### src/hdl/lcdcg_pkg.sv
`default_nettype none
package lcdcg_pkg;
    // ------------------------------------------------------------
    // Timing and memory depths
    // ------------------------------------------------------------
    localparam int unsigned CLK_MHZ      = 100;
    localparam int unsigned BUSY_TIME_MS = 2;
    localparam int unsigned BUSY_CYC     = BUSY_TIME_MS * 1000 * CLK_MHZ;
    localparam int unsigned EXEC_CYC     = 3;
    localparam int unsigned TEXT_DEPTH   = 128;
    localparam int unsigned PAT_DEPTH    = 128;

    // ------------------------------------------------------------
    // Instruction fields
    // ------------------------------------------------------------
    localparam int unsigned ENT_ID_BIT   = 1;
    localparam int unsigned ENT_S_BIT    = 0;
    localparam int unsigned DCTL_D_BIT   = 2;
    localparam int unsigned DCTL_C_BIT   = 1;
    localparam int unsigned DCTL_B_BIT   = 0;
    localparam int unsigned SHF_SC_BIT   = 3;
    localparam int unsigned SHF_RL_BIT   = 2;
    localparam int unsigned FSET_DL_BIT  = 4;
    localparam int unsigned FSET_N_BIT   = 3;
    localparam int unsigned FSET_M_BIT   = 2;
    localparam int unsigned FSET_G_BIT   = 1;
    localparam int unsigned BUSY_BIT     = 7;
    localparam logic [2:0]  CURSOR_LINE  = 3'h7;
    localparam logic [7:0]  BLANK_CODE   = 8'h20;
    localparam logic [7:0]  INS_CLR_CODE = 8'h01;
    localparam logic [7:0]  INS_ENT_CODE = 8'h04;
    localparam logic [7:0]  INS_DCT_CODE = 8'h08;
    localparam logic [7:0]  INS_FST_CODE = 8'h20;

    // ------------------------------------------------------------
    // Reset values
    // ------------------------------------------------------------
    localparam logic RST_WIDTH8 = 1'b1;
    localparam logic RST_INCR   = 1'b1;
    localparam logic RST_OFF    = 1'b0;

    // ------------------------------------------------------------
    // Host register map (byte addresses)
    // ------------------------------------------------------------
    localparam logic [3:0] REG_CMD     = 4'h0;
    localparam logic [3:0] REG_STATUS  = 4'h4;
    localparam logic [3:0] REG_RDATA   = 4'h8;
    localparam logic [3:0] REG_INIT    = 4'hC;
    localparam int unsigned CMD_RS_BIT  = 8;
    localparam int unsigned CMD_RW_BIT  = 9;
    localparam int unsigned INIT_GO_BIT = 0;
    localparam int unsigned INIT_N_BIT  = 1;
    localparam int unsigned INIT_M_BIT  = 2;
    localparam int unsigned INIT_G_BIT  = 3;
    localparam int unsigned INIT_STEPS  = 4;

    typedef enum logic [3:0] {
        INS_NOP, INS_CLR, INS_HOME, INS_ENTRY, INS_DCTL,
        INS_SHIFT, INS_FSET, INS_SETPAT, INS_SETTXT
    } lcdcg_ins_t;

    function automatic lcdcg_ins_t lcdcg_decode(input logic [7:0] d);
        lcdcg_ins_t r;
        r = INS_NOP;
        if (d[7])      r = INS_SETTXT;
        else if (d[6]) r = INS_SETPAT;
        else if (d[5]) r = INS_FSET;
        else if (d[4]) r = INS_SHIFT;
        else if (d[3]) r = INS_DCTL;
        else if (d[2]) r = INS_ENTRY;
        else if (d[1]) r = INS_HOME;
        else if (d[0]) r = INS_CLR;
        return r;
    endfunction : lcdcg_decode

    function automatic logic [6:0] lcdcg_step(input logic [6:0] a, input logic up);
        return up ? 7'(a + 7'h01) : 7'(a - 7'h01);
    endfunction : lcdcg_step
endpackage : lcdcg_pkg
`default_nettype wire

### src/hdl/lcdcg_if.sv
`default_nettype none
interface lcdcg_if;
    logic       req;
    logic       rs;
    logic       rw;
    logic [7:0] wdata;
    logic [7:0] rdata;
    logic       rvalid;

    modport dev  (input req, rs, rw, wdata, output rdata, rvalid);
    modport host (output req, rs, rw, wdata, input rdata, rvalid);
endinterface : lcdcg_if
`default_nettype wire

### src/hdl/lcdcg_dev.sv
// How it works
// - Code bits 3..0 give pattern address 6..3
// - Pattern address bits 2..0 pick cell line
// - Eighth line ORs stored pattern with cursor
// - Data bits 4..0 drive columns, bit4 leftmost
// - Code upper nibble zero selects user pattern
// - One bit lights pixel, zero leaves off
// - Set-pattern-address loads counter bits 5..0 only
// - Bit 6 changes via text-address, clear, home, cursor shift or counter step
// - Busy read returns all seven counter bits
// - Host sets N,M 0,0 for 1:16
// - Host sets M,N 0,1 for 2x24
// - Host sets N,M 1,1 for 4x12
// - Initialization starts by itself after reset
// - Reset clears text, sets default modes
// - Counter points to text RAM after reset
// - Busy reads one until initialization ends
// - Power-on busy lasts two milliseconds
// - Host instruction sequence may also initialize
// - Instructions during busy are not executed
// - Busy on bit 7, counter below
`default_nettype none
module lcdcg_dev
    import lcdcg_pkg::*;
#(
    parameter int unsigned BUSY_CYCLES = BUSY_CYC,
    parameter int unsigned EXEC_CYCLES = EXEC_CYC
) (
    input  wire logic       i_clk,
    input  wire logic       i_sys_rst,
    input  wire logic       i_ce,
    lcdcg_if.dev            bus,
    input  wire logic [7:0] i_pix_code,
    input  wire logic [2:0] i_pix_line,
    input  wire logic       i_pix_cursor,
    input  wire logic [4:0] i_rom_pixels,
    input  wire logic [6:0] i_scan_addr,
    output logic      [4:0] o_pixels,
    output logic            o_from_user_ram,
    output logic      [7:0] o_scan_char,
    output logic            o_busy_indicator,
    output logic      [6:0] o_addr_counter,
    output logic            o_addr_in_pattern,
    output logic      [6:0] o_disp_offset,
    output logic            o_disp_on,
    output logic            o_cursor_on,
    output logic            o_blink_on,
    output logic            o_incr,
    output logic            o_shift_on_write,
    output logic            o_interface_width_select,
    output logic            o_lines_n,
    output logic            o_lines_m,
    output logic            o_vgen_boost
);
    localparam int unsigned BW = $clog2(BUSY_CYCLES + 1);

    typedef struct packed {
        logic [BW-1:0] busy_cnt;
        logic          clr_active;
        logic [6:0]    clr_addr;
        logic [6:0]    ac;
        logic          sel_pat;
        logic [6:0]    disp_ofs;
        logic          incr;
        logic          shift_en;
        logic          disp;
        logic          cur;
        logic          blink;
        logic          width8;
        logic          lines_n;
        logic          lines_m;
        logic          vgen;
        logic [7:0]    rdata;
        logic          rvalid;
        logic [4:0]    pix;
        logic          from_ram;
        logic [7:0]    scan;
    } lcdcg_dev_t;

    // Power-on: long busy and a text clear run by themselves
    localparam lcdcg_dev_t RST_STATE = '{
        busy_cnt: BW'(BUSY_CYCLES), clr_active: 1'b1,
        incr: RST_INCR, width8: RST_WIDTH8,
        sel_pat: RST_OFF,
        default: '0
    };

    lcdcg_dev_t s_r;
    lcdcg_dev_t s_nxt;

    logic [7:0] text_ram [TEXT_DEPTH];
    logic [4:0] user_pattern_ram [PAT_DEPTH];

    logic       we_txt;
    logic       we_pat;
    logic [6:0] wa;
    logic [7:0] wd;
    logic       busy;
    logic [6:0] pat_addr;
    logic [4:0] row;
    lcdcg_ins_t ins;

    // ------------------------------------------------------------
    // Next state
    // ------------------------------------------------------------
    always_comb begin
        s_nxt    = s_r;
        we_txt   = 1'b0;
        we_pat   = 1'b0;
        wa       = s_r.ac;
        wd       = bus.wdata;
        busy     = (s_r.busy_cnt != '0);
        ins      = lcdcg_decode(bus.wdata);
        s_nxt.rvalid = 1'b0;
        if (busy) begin
            s_nxt.busy_cnt = BW'(s_r.busy_cnt - 1'b1);
        end
        // Clear walks the whole text RAM while busy
        if (s_r.clr_active) begin
            we_txt = 1'b1;
            wa     = s_r.clr_addr;
            wd     = BLANK_CODE;
            s_nxt.clr_addr = 7'(s_r.clr_addr + 7'h01);
            if (s_r.clr_addr == 7'h7F) begin
                s_nxt.clr_active = 1'b0;
            end
        end
        if (bus.req) begin
            // Every read is answered so the far end never hangs
            s_nxt.rvalid = bus.rw;
            if (bus.rw && !bus.rs) begin
                s_nxt.rdata = {busy, s_r.ac};
            end else if (!busy) begin
                s_nxt.busy_cnt = BW'(EXEC_CYCLES);
                if (bus.rs && bus.rw) begin
                    s_nxt.rdata = s_r.sel_pat ? {3'h0, user_pattern_ram[s_r.ac]}
                                              : text_ram[s_r.ac];
                    s_nxt.ac = lcdcg_step(s_r.ac, s_r.incr);
                end else if (bus.rs) begin
                    we_pat = s_r.sel_pat;
                    we_txt = !s_r.sel_pat;
                    s_nxt.ac = lcdcg_step(s_r.ac, s_r.incr);
                    if (s_r.shift_en && !s_r.sel_pat) begin
                        s_nxt.disp_ofs = lcdcg_step(s_r.disp_ofs, s_r.incr);
                    end
                end else begin
                    case (ins)
                        INS_NOP: begin
                            s_nxt.busy_cnt = '0;
                        end
                        INS_CLR: begin
                            s_nxt.clr_active = 1'b1;
                            s_nxt.clr_addr   = '0;
                            s_nxt.busy_cnt   = BW'(TEXT_DEPTH);
                            s_nxt.ac         = '0;
                            s_nxt.sel_pat    = 1'b0;
                            s_nxt.disp_ofs   = '0;
                        end
                        INS_HOME: begin
                            s_nxt.ac       = '0;
                            s_nxt.sel_pat  = 1'b0;
                            s_nxt.disp_ofs = '0;
                        end
                        INS_ENTRY: begin
                            s_nxt.incr     = bus.wdata[ENT_ID_BIT];
                            s_nxt.shift_en = bus.wdata[ENT_S_BIT];
                        end
                        INS_DCTL: begin
                            s_nxt.disp  = bus.wdata[DCTL_D_BIT];
                            s_nxt.cur   = bus.wdata[DCTL_C_BIT];
                            s_nxt.blink = bus.wdata[DCTL_B_BIT];
                        end
                        INS_SHIFT: begin
                            if (bus.wdata[SHF_SC_BIT]) begin
                                s_nxt.disp_ofs = lcdcg_step(s_r.disp_ofs,
                                                            bus.wdata[SHF_RL_BIT]);
                            end else begin
                                s_nxt.ac = lcdcg_step(s_r.ac, bus.wdata[SHF_RL_BIT]);
                            end
                        end
                        INS_FSET: begin
                            s_nxt.width8  = bus.wdata[FSET_DL_BIT];
                            s_nxt.lines_n = bus.wdata[FSET_N_BIT];
                            s_nxt.lines_m = bus.wdata[FSET_M_BIT];
                            s_nxt.vgen    = bus.wdata[FSET_G_BIT];
                        end
                        INS_SETPAT: begin
                            s_nxt.ac      = {s_r.ac[6], bus.wdata[5:0]};
                            s_nxt.sel_pat = 1'b1;
                        end
                        INS_SETTXT: begin
                            s_nxt.ac      = bus.wdata[6:0];
                            s_nxt.sel_pat = 1'b0;
                        end
                        default: begin
                            s_nxt.busy_cnt = '0;
                        end
                    endcase
                end
            end
        end
        // Pixel path: one register stage
        pat_addr = {i_pix_code[3:0], i_pix_line};
        s_nxt.from_ram = (i_pix_code[7:4] == 4'h0);
        row = s_nxt.from_ram ? user_pattern_ram[pat_addr] : i_rom_pixels;
        if (i_pix_line == CURSOR_LINE) begin
            row = row | {5{i_pix_cursor & s_r.cur}};
        end
        s_nxt.pix  = s_r.disp ? row : 5'h00;
        s_nxt.scan = text_ram[7'(i_scan_addr + s_r.disp_ofs)];
    end

    // ------------------------------------------------------------
    // Registers
    // ------------------------------------------------------------
    always_ff @(posedge i_clk or posedge i_sys_rst) begin
        if (i_sys_rst) begin
            s_r <= RST_STATE;
        end else if (i_ce) begin
            s_r <= s_nxt;
        end
    end

    // Memories carry no reset; the clear sweep initialises text
    always_ff @(posedge i_clk) begin
        if (i_ce && we_txt) begin
            text_ram[wa] <= wd;
        end
        if (i_ce && we_pat) begin
            user_pattern_ram[wa] <= wd[4:0];
        end
    end

    assign bus.rdata                = s_r.rdata;
    assign bus.rvalid               = s_r.rvalid;
    assign o_pixels                 = s_r.pix;
    assign o_from_user_ram          = s_r.from_ram;
    assign o_scan_char              = s_r.scan;
    assign o_busy_indicator         = (s_r.busy_cnt != '0);
    assign o_addr_counter           = s_r.ac;
    assign o_addr_in_pattern        = s_r.sel_pat;
    assign o_disp_offset            = s_r.disp_ofs;
    assign o_disp_on                = s_r.disp;
    assign o_cursor_on              = s_r.cur;
    assign o_blink_on               = s_r.blink;
    assign o_incr                   = s_r.incr;
    assign o_shift_on_write         = s_r.shift_en;
    assign o_interface_width_select = s_r.width8;
    assign o_lines_n                = s_r.lines_n;
    assign o_lines_m                = s_r.lines_m;
    assign o_vgen_boost             = s_r.vgen;
endmodule : lcdcg_dev
`default_nettype wire

### src/flat_wrapper.sv
// flat-port wrapper written by rule: the top's interface ports become plain ports
module lcdcg_dev_flat import lcdcg_pkg::*;
#(
    parameter int unsigned BUSY_CYCLES = BUSY_CYC,
    parameter int unsigned EXEC_CYCLES = EXEC_CYC
)
  (i_clk, i_sys_rst, i_ce, i_pix_code, i_pix_line, i_pix_cursor, i_rom_pixels, i_scan_addr, o_pixels, o_from_user_ram, o_scan_char, o_busy_indicator, o_addr_counter, o_addr_in_pattern, o_disp_offset, o_disp_on, o_cursor_on, o_blink_on, o_incr, o_shift_on_write, o_interface_width_select, o_lines_n, o_lines_m, o_vgen_boost, bus_req, bus_rs, bus_rw, bus_wdata, bus_rdata, bus_rvalid);
  lcdcg_if bus_i ();
  input  wire logic i_clk;
  input  wire logic i_sys_rst;
  input  wire logic i_ce;
  input  wire logic [7:0] i_pix_code;
  input  wire logic [2:0] i_pix_line;
  input  wire logic i_pix_cursor;
  input  wire logic [4:0] i_rom_pixels;
  input  wire logic [6:0] i_scan_addr;
  output logic      [4:0] o_pixels;
  output logic o_from_user_ram;
  output logic      [7:0] o_scan_char;
  output logic o_busy_indicator;
  output logic      [6:0] o_addr_counter;
  output logic o_addr_in_pattern;
  output logic      [6:0] o_disp_offset;
  output logic o_disp_on;
  output logic o_cursor_on;
  output logic o_blink_on;
  output logic o_incr;
  output logic o_shift_on_write;
  output logic o_interface_width_select;
  output logic o_lines_n;
  output logic o_lines_m;
  output logic o_vgen_boost;
  input wire logic [$bits(bus_i.req)-1:0] bus_req;
  input wire logic [$bits(bus_i.rs)-1:0] bus_rs;
  input wire logic [$bits(bus_i.rw)-1:0] bus_rw;
  input wire logic [$bits(bus_i.wdata)-1:0] bus_wdata;
  output wire logic [$bits(bus_i.rdata)-1:0] bus_rdata;
  output wire logic [$bits(bus_i.rvalid)-1:0] bus_rvalid;
  assign bus_i.req = bus_req;
  assign bus_i.rs = bus_rs;
  assign bus_i.rw = bus_rw;
  assign bus_i.wdata = bus_wdata;
  assign bus_rdata = bus_i.rdata;
  assign bus_rvalid = bus_i.rvalid;
  lcdcg_dev #(.BUSY_CYCLES(BUSY_CYCLES), .EXEC_CYCLES(EXEC_CYCLES)) u_core (.i_clk(i_clk), .i_sys_rst(i_sys_rst), .i_ce(i_ce), .bus(bus_i), .i_pix_code(i_pix_code), .i_pix_line(i_pix_line), .i_pix_cursor(i_pix_cursor), .i_rom_pixels(i_rom_pixels), .i_scan_addr(i_scan_addr), .o_pixels(o_pixels), .o_from_user_ram(o_from_user_ram), .o_scan_char(o_scan_char), .o_busy_indicator(o_busy_indicator), .o_addr_counter(o_addr_counter), .o_addr_in_pattern(o_addr_in_pattern), .o_disp_offset(o_disp_offset), .o_disp_on(o_disp_on), .o_cursor_on(o_cursor_on), .o_blink_on(o_blink_on), .o_incr(o_incr), .o_shift_on_write(o_shift_on_write), .o_interface_width_select(o_interface_width_select), .o_lines_n(o_lines_n), .o_lines_m(o_lines_m), .o_vgen_boost(o_vgen_boost));
endmodule
### config.mk
export PLATFORM = sky130hd
export DESIGN_NAME = lcdcg_dev_flat
export DESIGN_NICKNAME = d
export VERILOG_FILES = /design/src/hdl/lcdcg_pkg.sv /design/src/hdl/lcdcg_if.sv /design/src/hdl/lcdcg_dev.sv /design/src/flat_wrapper.sv
export SDC_FILE = /design/constraint.sdc
export NUM_CORES = 2
export LEC_CHECK = 0
export BUFFER_PORTS_ARGS = -buffer_cell sky130_fd_sc_hd__buf_2
export CELL_PAD_IN_SITES_DETAIL_PLACEMENT = 2
export CELL_PAD_IN_SITES_GLOBAL_PLACEMENT = 2
export CORE_AREA = 2 2 490 492
export DETAILED_ROUTE_END_ITERATION = 7
export DIE_AREA = 0 0 492 494
export PLACE_DENSITY = 0.7
export SYNTH_ARGS = -nofsm -noshare
export SYNTH_HDL_FRONTEND = slang
export SYNTH_SLANG_ARGS = --single-unit
### constraint.sdc
create_clock -name i_clk -period 11.5 [get_ports i_clk]
set_clock_uncertainty 0.05 [all_clocks]
set_input_delay 2.3 -clock i_clk [delete_from_list [all_inputs] [get_ports i_clk]]
set_output_delay 2.3 -clock i_clk [all_outputs]
set_load 0.03 [all_outputs]
==> out/summary.txt <==
Status = completed
Setup crit end kind = flop
Synth top area cells = edfxtp_1, mux4_2, dfrtp_1
Post-route ant nets = 0
Final #Nets = 4,688
Synth top cells by count = edfxtp_1, mux4_2, nand2_1
Mapped cell area = 0.08280 mm²
Setup crit start kind = primary input
Layout area overhead = 11.22%
Power, Total = 15.01 mW
Worst Path Required = 12,140 ps
Ports = 86
CTS buffer count = 182
Initial drt markers = 6,471
Leakage = 29.19 nW
DR WL/cell = 37.48 µm
Pin count of the biggest net entering global routing = 201
Clock Latency Late Sink = 870 ps
Crit Path Max Fanout = 54
VDD IR-drop max = 0.1679 mV
Critical path class = in -> reg
Overflow after GRT = 0
Worst path cell trace = buf_2 -> ha_4 -> fa_4 -> buf_4 -> mux4_2 -> and2_1 -> a211oi_1 -> a311oi_1 -> a311oi_1 -> a311o_1 -> a31oi_1
Power density over the cells = 163.0 mW/mm²
Initial core utilization = 34.88%
Drt drc = 0
MaxCap Viol Count = 0
Setup tns final = 0 ps
Tmin final = 6007 ps
Die boundary width = 492 µm
Min-delay src = u_core.s_r[59]
Ratio of cells with drive above 1 in the final layout = 29.53%
Crit share post-route = 52.23%
Register area share after synthesis = 62.57%
Async S/R FF share, synth = 4.203%
Seq cells post-synth = 1,737
Syn_nets = 4,729
Finish-stage setup viols = 0
First-pass GRT wire length = 421.0 mm
# rows = 179
H-tree Lvls = 4
Worst hold path class = reg -> reg
Slew HR = 1.463%
Worst hold margin = 426.7 ps
Synth cell types = 77
Fin. Hold Viols = 0
Die area = 0.2430 mm²
Max-slew violations = 0
Ys Warns = 0
Reg2Reg Launch Point = u_core.o_addr_counter[0]
Post-CTS sizing = 0
Reg2Reg Depth = 9
Drt pass-1 iters = 6
Predominant post-synthesis flop cell = edfxtp_1
Number of global-route vias before repair = 52,730
Synth top area share = 60.35%
RD Place Congestion = 0.8408
Clk root buf = clkbuf_16
Setup WS pre-CTS = 4699 ps
Post-DP HPWL = 188.3 mm
Critical R2R Capture = u_core.bus.rdata[1]
Clock Path Buffers = 3
Max incr delay on CP = 1100 ps
DR vias/cell = 6.339
Clock transition at the registers of the reported paths = 60 ps
Flop-to-flop setup slack = 5920 ps
WHS Endpoint = u_core.s_r[59]
Hold Buf Count CTS = 0
Post-synth EDFFs = 1,664
Global Route Usage Sum = 24.27%
Die H = 494 µm
Clock Sink Count = 1,737
Slew @ Worst Pin = 1478 ps
Fin worst setup slack = 5493 ps
F_max = 166.5 MHz
Count leader, synth = edfxtp_1
WHS Path Cells = 1
CP most frequent cell = a311oi_1
Crit path DAT = 6650 ps
Post-Syn Instances = 4,678
RSZ-0062 raised after global routing = no
Port Buffers = 85
DR vias = 50,430
Critical-path top delay cell = fa_4
Setup Buffers After CTS = 0
Routed WL = 298.2 mm
Area leader, netlist = edfxtp_1
Floorplan core area = 0.2374 mm²
Syn Area/Cell = 17.70 µm²
CTS tree = yes
Initial antenna violation count = 18
==> critical path, delay by kind of cell <==
| kind | cells | cell delay [ps] |
|---|---|---|
| fa+ha+maj | 2 | 1260 |
| simple gates | 1 | 170 |
| buf+inv | 2 | 920 |
| mux | 1 | 400 |
| compound gates | 5 | 1530 |
==> worst max path at each step <==
stage | slack [ps] | cells after the start | to | startpoint
2_1_floorplan | 1140 | 2 | u_core.text_ram[0][2] | bus_wdata[2]
3_3_place_gp | 4710 | 11 | u_core.o_scan_char[6] | i_scan_addr[0]
3_5_place_dp | 4700 | 11 | u_core.o_scan_char[6] | i_scan_addr[0]
4_1_cts | 5630 | 11 | u_core.o_scan_char[6] | i_scan_addr[0]
5_1_grt | 5270 | 11 | u_core.o_scan_char[5] | i_scan_addr[0]
6_report | 5490 | 11 | u_core.o_scan_char[6] | i_scan_addr[0]
==> cell type report <==
class,count,area [µm²]
fill,22670,145300
sequential,1737,51820
multi-input combinational,2512,29190
clock buffer,235,4885
tap,3167,3963
timing repair buffer,178,1267
clock inverter,97,852.1
inverter,26,101.3
antenna,4,10.01
==> registers in the layout, summed over array words and instances, names as in the netlist, 5 cells and up <==
signal	count
u_core.text_ram	1024
u_core.o_pixels	5
u_core.o_scan_char	8
u_core.user_pattern_ram	640
u_core.s_r	26
u_core.o_disp_offset	7
u_core.o_addr_counter	7
u_core.bus.rdata	8
==> stage by stage <==
| stage | util (%) | instances | area, µm² |
|---|---|---|---|
| floorplan | - | 4678 | 82800 |
| global placement | 36.37 | 7620 | 86350 |
| detailed placement | 36.37 | 7620 | 86350 |
| CTS | 38.79 | 7952 | 92080 |
| global route | 38.79 | 7954 | 92090 |
| finish | 38.79 | 7956 | 92090 |
==> logic make-up after synthesis <==
group	synth area share (%)
simple gates	5.260
flops	62.57
buf+inv	2.378
fa+ha+maj	0.2055
xor+xnor	0.3702
compound gates	3.994
mux	25.23
==> cells in the final DEF (no fill, tap or decap), types with 23 or more instances in the layout <==
master and n:
dfrtp_1 57, a221oi_1 23, mux4_2 883, o21ai_0 100
buf_4 84, nor2_1 339, nor3_1 41, clkinv_2 36
clkbuf_1 41, a211oi_1 24, a22oi_1 56, mux2i_1 82
edfxtp_1 1664, clkbuf_16 183, a31oi_1 24, o211ai_1 43
nand3_1 93, a21oi_1 79, clkinv_1 31, buf_2 82
nand2_1 391, a311oi_1 25
==> report_power, final <==
group / internal, mW / leakage (nW) / total [mW] / switching, mW
clock: 3.21 / 2.80 / 5.84 / 2.63
combinational: 0.811 / 10.5 / 2.12 / 1.31
sequential: 6.98 / 15.9 / 7.06 / 0.0824
==> per-layer routing <==
layer  part of all wire [%]  global-route usage (%)  up-vias
met5                  0.050                       0        -
met4                    4.4                   9.777       14
met3                    8.7                   4.491      582
met2                     47                   38.46     2802
met1                     40                   33.13    27670
li1                       -                       -    19370
Note: power is estimated with default switching activity, not from simulation.
